File: config.mk
export PLATFORM = sky130hd
export DESIGN_NAME = mdf_monitor
export DESIGN_NICKNAME = d
export VERILOG_FILES = /design/src/common/mdf_pkg.sv /design/src/hdl/mdf_tick.sv /design/src/hdl/mdf_monitor.sv
export SDC_FILE = /design/constraint.sdc
export NUM_CORES = 1
export LEC_CHECK = 0
export ABC_AREA = 1
export BUFFER_PORTS_ARGS = -buffer_cell sky130_fd_sc_hd__buf_4
export CAP_MARGIN = 20
export CORE_ASPECT_RATIO = 1.75
export CORE_MARGIN = 4
export CORE_UTILIZATION = 37
export DETAILED_ROUTE_END_ITERATION = 12
export GPL_ROUTABILITY_DRIVEN = 0
export PLACE_DENSITY_LB_ADDON = 0.05
export RECOVER_POWER = 50
export SYNTH_ARGS = -nofsm -noshare
export SYNTH_HDL_FRONTEND = slang
export SYNTH_SLANG_ARGS = --single-unit
File: constraint.sdc
create_clock -name clock_in -period 4 [get_ports clock_in]
set_input_delay 0.4 -clock clock_in [delete_from_list [all_inputs] [get_ports clock_in]]
set_output_delay 0.4 -clock clock_in [all_outputs]
set_load 0.02 [all_outputs]
File: src/common/mdf_pkg.sv
// Shared constants and types for the motor drive fault monitor.
// Assumes a 100 MHz clock and 10-bit converter codes for current and bus voltage.
package mdf_pkg;
    // Clock and monitoring period
    localparam int CLK_MHZ = 100;
    localparam int MON_PERIOD_US = 100;
    localparam int MON_CYCLES = MON_PERIOD_US * CLK_MHZ;
    localparam int MON_CNT_W = 14;
    localparam logic [MON_CNT_W-1:0] MON_LAST = MON_CNT_W'(MON_CYCLES - 1);

    // Converter scaling: current -5 A..5 A over 0..3FF, so 1 A is 102.4 codes
    localparam int ADC_W = 10;
    localparam logic [ADC_W-1:0] CUR_ZERO = 10'h200;
    // 2 A over mid-scale: 204.8 codes, rounded down
    localparam logic [ADC_W-1:0] CUR_LIMIT_CODE = 10'h0CC;
    // Bus voltage 0..111 V over 0..3FF: 28 V is 258.3, 12 V is 110.7 codes
    localparam logic [ADC_W-1:0] OVERVOLT_CODE = 10'h102;
    localparam logic [ADC_W-1:0] UNDERVOLT_CODE = 10'h06E;

    // Speed in rpm
    localparam int SPEED_W = 16;
    localparam logic [SPEED_W-1:0] SPEED_LIMIT_RPM = 16'h09CA;

    // Fault flag positions
    localparam int FLT_HW_OC = 0;
    localparam int FLT_SW_OC = 1;
    localparam int FLT_OVERVOLT = 2;
    localparam int FLT_UNDERVOLT = 3;
    localparam int FLT_OVERSPEED = 4;
    localparam int FLT_RISE_OVF = 5;
    localparam int FLT_W = 6;
    localparam logic [FLT_W-1:0] FLT_RESET = 6'h00;

    typedef enum logic [1:0] {
        MDF_INACTIVE = 2'b00,
        MDF_ACTIVE = 2'b01,
        MDF_ERROR = 2'b10
    } mdf_mode_t;

    typedef struct packed {
        logic [ADC_W-1:0] cur_u;
        logic [ADC_W-1:0] cur_v;
        logic [ADC_W-1:0] cur_w;
        logic [ADC_W-1:0] bus_volt;
        logic [SPEED_W-1:0] speed_rpm;
    } mdf_meas_t;
endpackage

File: src/hdl/mdf_tick.sv
// Monitoring period tick generator.
// Assumes the 100 MHz system clock; one pulse per monitoring period.
`timescale 1ns/100ps
module mdf_tick
(
    input wire logic clock_in,
    input wire logic rst_n_in,
    output logic tick_out
);
    logic [mdf_pkg::MON_CNT_W-1:0] count;
    wire at_last = (count == mdf_pkg::MON_LAST);

    always_ff @(posedge clock_in)
    begin
        if (!rst_n_in)
            count <= '0;
        else if (at_last)
            count <= '0;
        else
            count <= count + 1'b1;
    end

    always_ff @(posedge clock_in)
    begin
        if (!rst_n_in)
            tick_out <= 1'b0;
        else
            tick_out <= at_last;
    end
endmodule

File: src/hdl/mdf_monitor.sv
// Motor drive fault monitor: latches protection faults and gates PWM.
// Assumes measurements are synchronous and held stable between updates.
// How it works
// - External overcurrent stop disables output at once
// - Each period, phase current above 2 A stops
// - Each period, bus above 28 V stops
// - Each period, bus below 12 V stops
// - Each period, speed above 2506 rpm stops
// - Rise time counter overflow stops output
// - Any single fault triggers the stop
// - Fault outside error mode raises error event, mode goes error
`timescale 1ns/100ps
module mdf_monitor
(
    input wire logic clock_in,
    input wire logic rst_n_in,
    input wire mdf_pkg::mdf_meas_t meas_in,
    input wire logic hw_oc_stop_in,
    input wire logic rise_time_counter_ovf_in,
    input wire logic drive_cmd_in,
    input wire logic stop_cmd_in,
    input wire logic reset_cmd_in,
    input wire logic pwm_req_in,
    output logic pwm_enable_out,
    output logic [mdf_pkg::FLT_W-1:0] fault_flags_out,
    output mdf_pkg::mdf_mode_t mode_out,
    output logic error_event_out,
    output logic mon_tick_out
);
    // Distance of a current sample from mid-scale
    function automatic logic [mdf_pkg::ADC_W-1:0] cur_mag(input logic [mdf_pkg::ADC_W-1:0] code);
        cur_mag = (code >= mdf_pkg::CUR_ZERO) ? code - mdf_pkg::CUR_ZERO
                                              : mdf_pkg::CUR_ZERO - code;
    endfunction

    logic tick;
    mdf_pkg::mdf_mode_t mode;
    mdf_pkg::mdf_mode_t next_mode;
    logic [mdf_pkg::FLT_W-1:0] flags;
    logic [mdf_pkg::FLT_W-1:0] next_flags;

    mdf_tick u_tick
    (
        .clock_in(clock_in),
        .rst_n_in(rst_n_in),
        .tick_out(tick)
    );

    // Each of the three phases gets its own magnitude compare, one copy per phase
    logic [mdf_pkg::ADC_W-1:0] phase_code [3];
    logic [2:0] phase_over;
    assign phase_code[0] = meas_in.cur_u;
    assign phase_code[1] = meas_in.cur_v;
    assign phase_code[2] = meas_in.cur_w;

    genvar ph;
    generate
        for (ph = 0; ph < 3; ph++)
        begin : g_phase
            assign phase_over[ph] = cur_mag(phase_code[ph]) > mdf_pkg::CUR_LIMIT_CODE;
        end
    endgenerate

    // Either current direction counts; the limit is on magnitude
    wire sw_oc = |phase_over;
    wire over_v = meas_in.bus_volt > mdf_pkg::OVERVOLT_CODE;
    wire under_v = meas_in.bus_volt < mdf_pkg::UNDERVOLT_CODE;
    wire over_s = meas_in.speed_rpm > mdf_pkg::SPEED_LIMIT_RPM;

    // New faults this cycle; periodic checks only count on the tick
    logic [mdf_pkg::FLT_W-1:0] detect;
    always_comb
    begin
        detect = '0;
        detect[mdf_pkg::FLT_HW_OC] = hw_oc_stop_in;
        detect[mdf_pkg::FLT_SW_OC] = tick && sw_oc;
        detect[mdf_pkg::FLT_OVERVOLT] = tick && over_v;
        detect[mdf_pkg::FLT_UNDERVOLT] = tick && under_v;
        detect[mdf_pkg::FLT_OVERSPEED] = tick && over_s;
        detect[mdf_pkg::FLT_RISE_OVF] = rise_time_counter_ovf_in;
    end

    wire any_detect = |detect;

    // Detection wins over a reset command in the same cycle
    assign next_flags = (reset_cmd_in ? mdf_pkg::FLT_RESET : flags) | detect;

    always_comb
    begin
        next_mode = mode;
        unique case (mode)
            mdf_pkg::MDF_INACTIVE:
                if (drive_cmd_in)
                    next_mode = mdf_pkg::MDF_ACTIVE;
            mdf_pkg::MDF_ACTIVE:
                if (stop_cmd_in)
                    next_mode = mdf_pkg::MDF_INACTIVE;
            mdf_pkg::MDF_ERROR:
                if (reset_cmd_in)
                    next_mode = mdf_pkg::MDF_INACTIVE;
            default:
                next_mode = mdf_pkg::MDF_ERROR;
        endcase
        if (any_detect)
            next_mode = mdf_pkg::MDF_ERROR;
    end

    always_ff @(posedge clock_in)
    begin
        if (!rst_n_in)
        begin
            flags <= mdf_pkg::FLT_RESET;
            mode <= mdf_pkg::MDF_INACTIVE;
            error_event_out <= 1'b0;
        end
        else
        begin
            flags <= next_flags;
            mode <= next_mode;
            error_event_out <= any_detect && (mode != mdf_pkg::MDF_ERROR);
        end
    end

    // Combinational gate so an external trip cuts PWM in the same cycle
    assign pwm_enable_out = pwm_req_in && (mode == mdf_pkg::MDF_ACTIVE)
                         && !any_detect && (flags == mdf_pkg::FLT_RESET);
    assign fault_flags_out = flags;
    assign mode_out = mode;
    assign mon_tick_out = tick;
endmodule

==> flow_metrics.py <==
metrics = {
    "run_status": {
        "status": "finished, final reports clean",
    },
    "worst_hold_path": {
        "holdPathEnd": "mode_out[1]",
        "min_path_type": "primary input to flip-flop",
        "min_path_cells": 3,
        "holdCritStartpoint": "rst_n_in",
    },
    "synthesis": {
        "synth_top_cell_area_share_pct": 30.45,
        "synthTopCellsByArea": "dfxtp_1 (30%), nand2_1 (15%), inv_1 (9.5%), nor2_1 (9.5%), nand3_1 (7.3%)",
        "synthAdderAreaFrac_pct": 0.7930,
        "synth_seq_cells": 24,
        "synthCells": 257,
        "synth_cell_types": 29,
        "yosys.area.top_type": "dfxtp_1",
        "synth_mux_area_share_pct": 0,
        "synth_fp_nets": 322,
        "synth_top_family_by_area": "simple AND/OR/NAND/NOR gates",
        "yosys.area_share.simple_pct": 46.00,
        "seq_area_frac_synth_pct": 30.45,
        "syn_avg_cell_area_um2": 6.139,
        "ys_warn_count": 0,
        "synth-compound-area-share_pct": 11.26,
        "synth-xor-area-share_pct": 1.665,
        "synth_area_mm2": 0.001578,
    },
    "layout": {
        "final_nets": 400,
        "antennaDiodeCount": 0,
        "seq_area_um2": 480.5,
        "design_area_mm2": 0.002183,
        "multi_input_area_um2": 932.1,
        "layout-drive-gt1-share_pct": 22.82,
        "final_core_utilization_pct": 52.61,
        "syn2layout_area_growth_pct": 38.38,
        "nFillCells": 437,
    },
    "placement": {
        "hpwl_um": 3518,
        "place_area_mm2": 0.002190,
        "io_buffers": 74,
        "place_ws_ps": 1783,
    },
    "power_and_ir_drop": {
        "power.density_mw_per_mm2": 225.7,
        "p_sw_share_pct": 24.71,
        "switchingPower_uw": 121.8,
        "clkPwrFrac_pct": 27.3,
        "peakVddDrop_uv": 240.6,
        "power_frac_seq_pct": 50.4,
        "p_int_uw": 371.0,
        "leakage_nw": 1.033,
        "power_frac_comb_pct": 22.3,
    },
    "timing": {
        "period_minus_slack_ps": 2205,
        "tns_ps": 0,
        "whs_ps": 368.3,
        "timing.final.crit_share_pct": 55.11,
        "fin_skew_ps": 2.191,
        "drv_slew": 0,
        "hold_violations": 0,
        "setup_slack_ps": 1796,
        "max_slew_margin_pct": 66.65,
        "setup_viol": 0,
        "max_freq_ghz": 0.4536,
        "tightest_slew_ps": 499.1,
        "rsz0062_at_grt": "no",
    },
    "route": {
        "drt_first_pass_iters": 4,
        "ant_nets": 0,
        "route.detailed.drc": 0,
        "drtIter0Drc": 46,
        "drt-total-wl_um": 4098,
        "vias": 1805,
        "wl_per_cell_um": 10.73,
        "avgViaCountPerCell": 4.725,
    },
    "job": {
        "cap_violations": 0,
    },
    "floorplanning": {
        "start_util_pct": 38.02,
        "num_rows": 31,
        "die_x_um": 57.36,
        "chipHeight_um": 94.39,
        "die-area_mm2": 0.005414,
        "io_pins": 75,
        "core-area_mm2": 0.004150,
    },
    "clocking": {
        "holdBufCountCts": 0,
        "cts_setup_buffers": 0,
        "cts.path.max_buffers": 2,
        "path_clk_slew_ps": 70,
        "postCtsResizedCells": 0,
        "h-tree-depth": 1,
        "cts-buffers-inserted": 3,
        "clock-sinks": 24,
        "clk_latency_ps": 260,
        "cts_tree": "built",
        "cts-root-buf": "clkbuf_8",
    },
    "setup_path": {
        "reg2reg_depth": 10,
        "critPathLaunchType": "primary input",
        "crit_type": "primary input to output port",
        "critPathArrivalTime_ps": 1800,
        "r2r_setup_slack_ps": 2150,
        "r2r-start": "u_tick.count[0]",
        "cp-end-kind": "output port",
        "cp_data_required_time_ps": 3600,
        "path_max_fanout": 4,
        "reg2reg_to": "u_tick.count[12]",
    },
    "grt": {
        "grt.overflow.total": 0,
        "grt_max_degree": 14,
        "grt_use_total_pct": 15.74,
        "grt_antenna_before_repair": 0,
        "grt_pass1_vias": 1698,
        "grt_pass1_wl_um": 6879,
    },
}
-- cells by family (layout without fill, tap and decap cells) --
family / Yosys count / after routing
AO/OA/AOI/OAI: 33 / 33
adder cells (fa/ha/maj): 1 / 1
flip-flops: 24 / 24
XOR/XNOR: 3 / 3
AND/OR/NAND/NOR: 155 / 155
buffers and inverters: 41 / 117
-- placed cells by master (no fill, tap or decap) --
master / Yosys / routed
nor2_1: 40 / 41
nor4b_1: 1 / 1
clkbuf_1: 0 / 10
o21bai_1: 1 / 1
or2_0: 1 / 1
nor2_2: 1 / 1
nor3b_1: 3 / 3
o211ai_1: 1 / 1
ha_1: 1 / 1
nor3_1: 7 / 7
clkbuf_8: 0 / 3
nor4_1: 3 / 3
inv_1: 40 / 40
a41oi_1: 1 / 1
nand3_4: 1 / 1
xnor2_1: 2 / 2
nand4_1: 6 / 6
o21ai_0: 12 / 12
a21oi_2: 1 / 1
dfxtp_1: 24 / 24
buf_4: 0 / 61
xor2_1: 1 / 1
nand2_1: 61 / 62
a21oi_1: 17 / 17
nor3_4: 1 / 1
nand3_1: 23 / 23
or2_2: 1 / 1
nor3_2: 2 / 2
nand2_2: 2 / 1
clkbuf_4: 0 / 3
nor3b_2: 1 / 1
-- layer usage --
metal	global-route usage [%]	up-vias	wire [um]
met5	0	-	0
met4	8.124	0	119
met3	2.189	9	224
met2	28.68	43	2142
met1	17.16	775	1611
li1	-	978	-
-- metrics by stage --
stage | instances | power, mW
floorplan | 257 | 0.3008
global placement | 379 | 0.3665
finish | 382 | 0.4928
detailed placement | 379 | 0.3676
global route | 382 | 0.5229
CTS | 382 | 0.5042
-- cell usage after synthesis --
cell type and count:
a21oi_1 17, a21oi_2 1, a41oi_1 1, buf_2 1, dfxtp_1 24, ha_1 1
inv_1 40, nand2_1 61, nand2_2 2, nand3_1 23, nand3_4 1, nand4_1 6
nor2_1 40, nor2_2 1, nor2_4 1, nor3_1 7, nor3_2 2, nor3_4 1
nor3b_1 3, nor3b_2 1, nor4_1 3, nor4b_1 1, o211ai_1 1, o21ai_0 12
o21bai_1 1, or2_0 1, or2_2 1, xnor2_1 2, xor2_1 1
-- power by group through the flow --
stage / logic [mW] / registers, mW / clock network, mW
3_5_place_dp: 0.113 / 0.254 / 0
5_1_grt: 0.125 / 0.250 / 0.149
4_1_cts: 0.114 / 0.249 / 0.142
2_1_floorplan: 0.0438 / 0.257 / 0
3_3_place_gp: 0.112 / 0.254 / 0
6_report: 0.110 / 0.249 / 0.135
-- worst max path at each step --
stage	start	end	cells after the start
2_1_floorplan	meas_in[47]	pwm_enable_out	9
5_1_grt	meas_in[47]	pwm_enable_out	11
3_3_place_gp	meas_in[47]	pwm_enable_out	11
6_report	meas_in[47]	pwm_enable_out	11
4_1_cts	meas_in[47]	pwm_enable_out	11
3_5_place_dp	meas_in[47]	pwm_enable_out	11
-- area by class of cell --
class                           count  area share, %
Inverter                           40          6.877
Multi-Input combinational cell    192          42.69
Sequential cell                    24          22.01
Tap cell                           49          2.808
Timing Repair Buffer               74          23.72
Clock buffer                        3          1.891
-- sequential cells by signal, indices dropped and copies added (netlist names) --
name             flops
error_event_out      1
fault_flags_out      6
mode_out             2
u_tick.count        14
u_tick.tick_out      1
-- worst max-delay path, stage by stage --
cell	delay, ps
buf_4	110
nor2_1	200
nand2_1	80
nor2_1	210
a21oi_1	110
xnor2_1	140
nand3_1	90
nand2_1	140
nand2_1	90
nor2_1	90
buf_4	140
No activity file was read; power rests on OpenSTA's default activity.
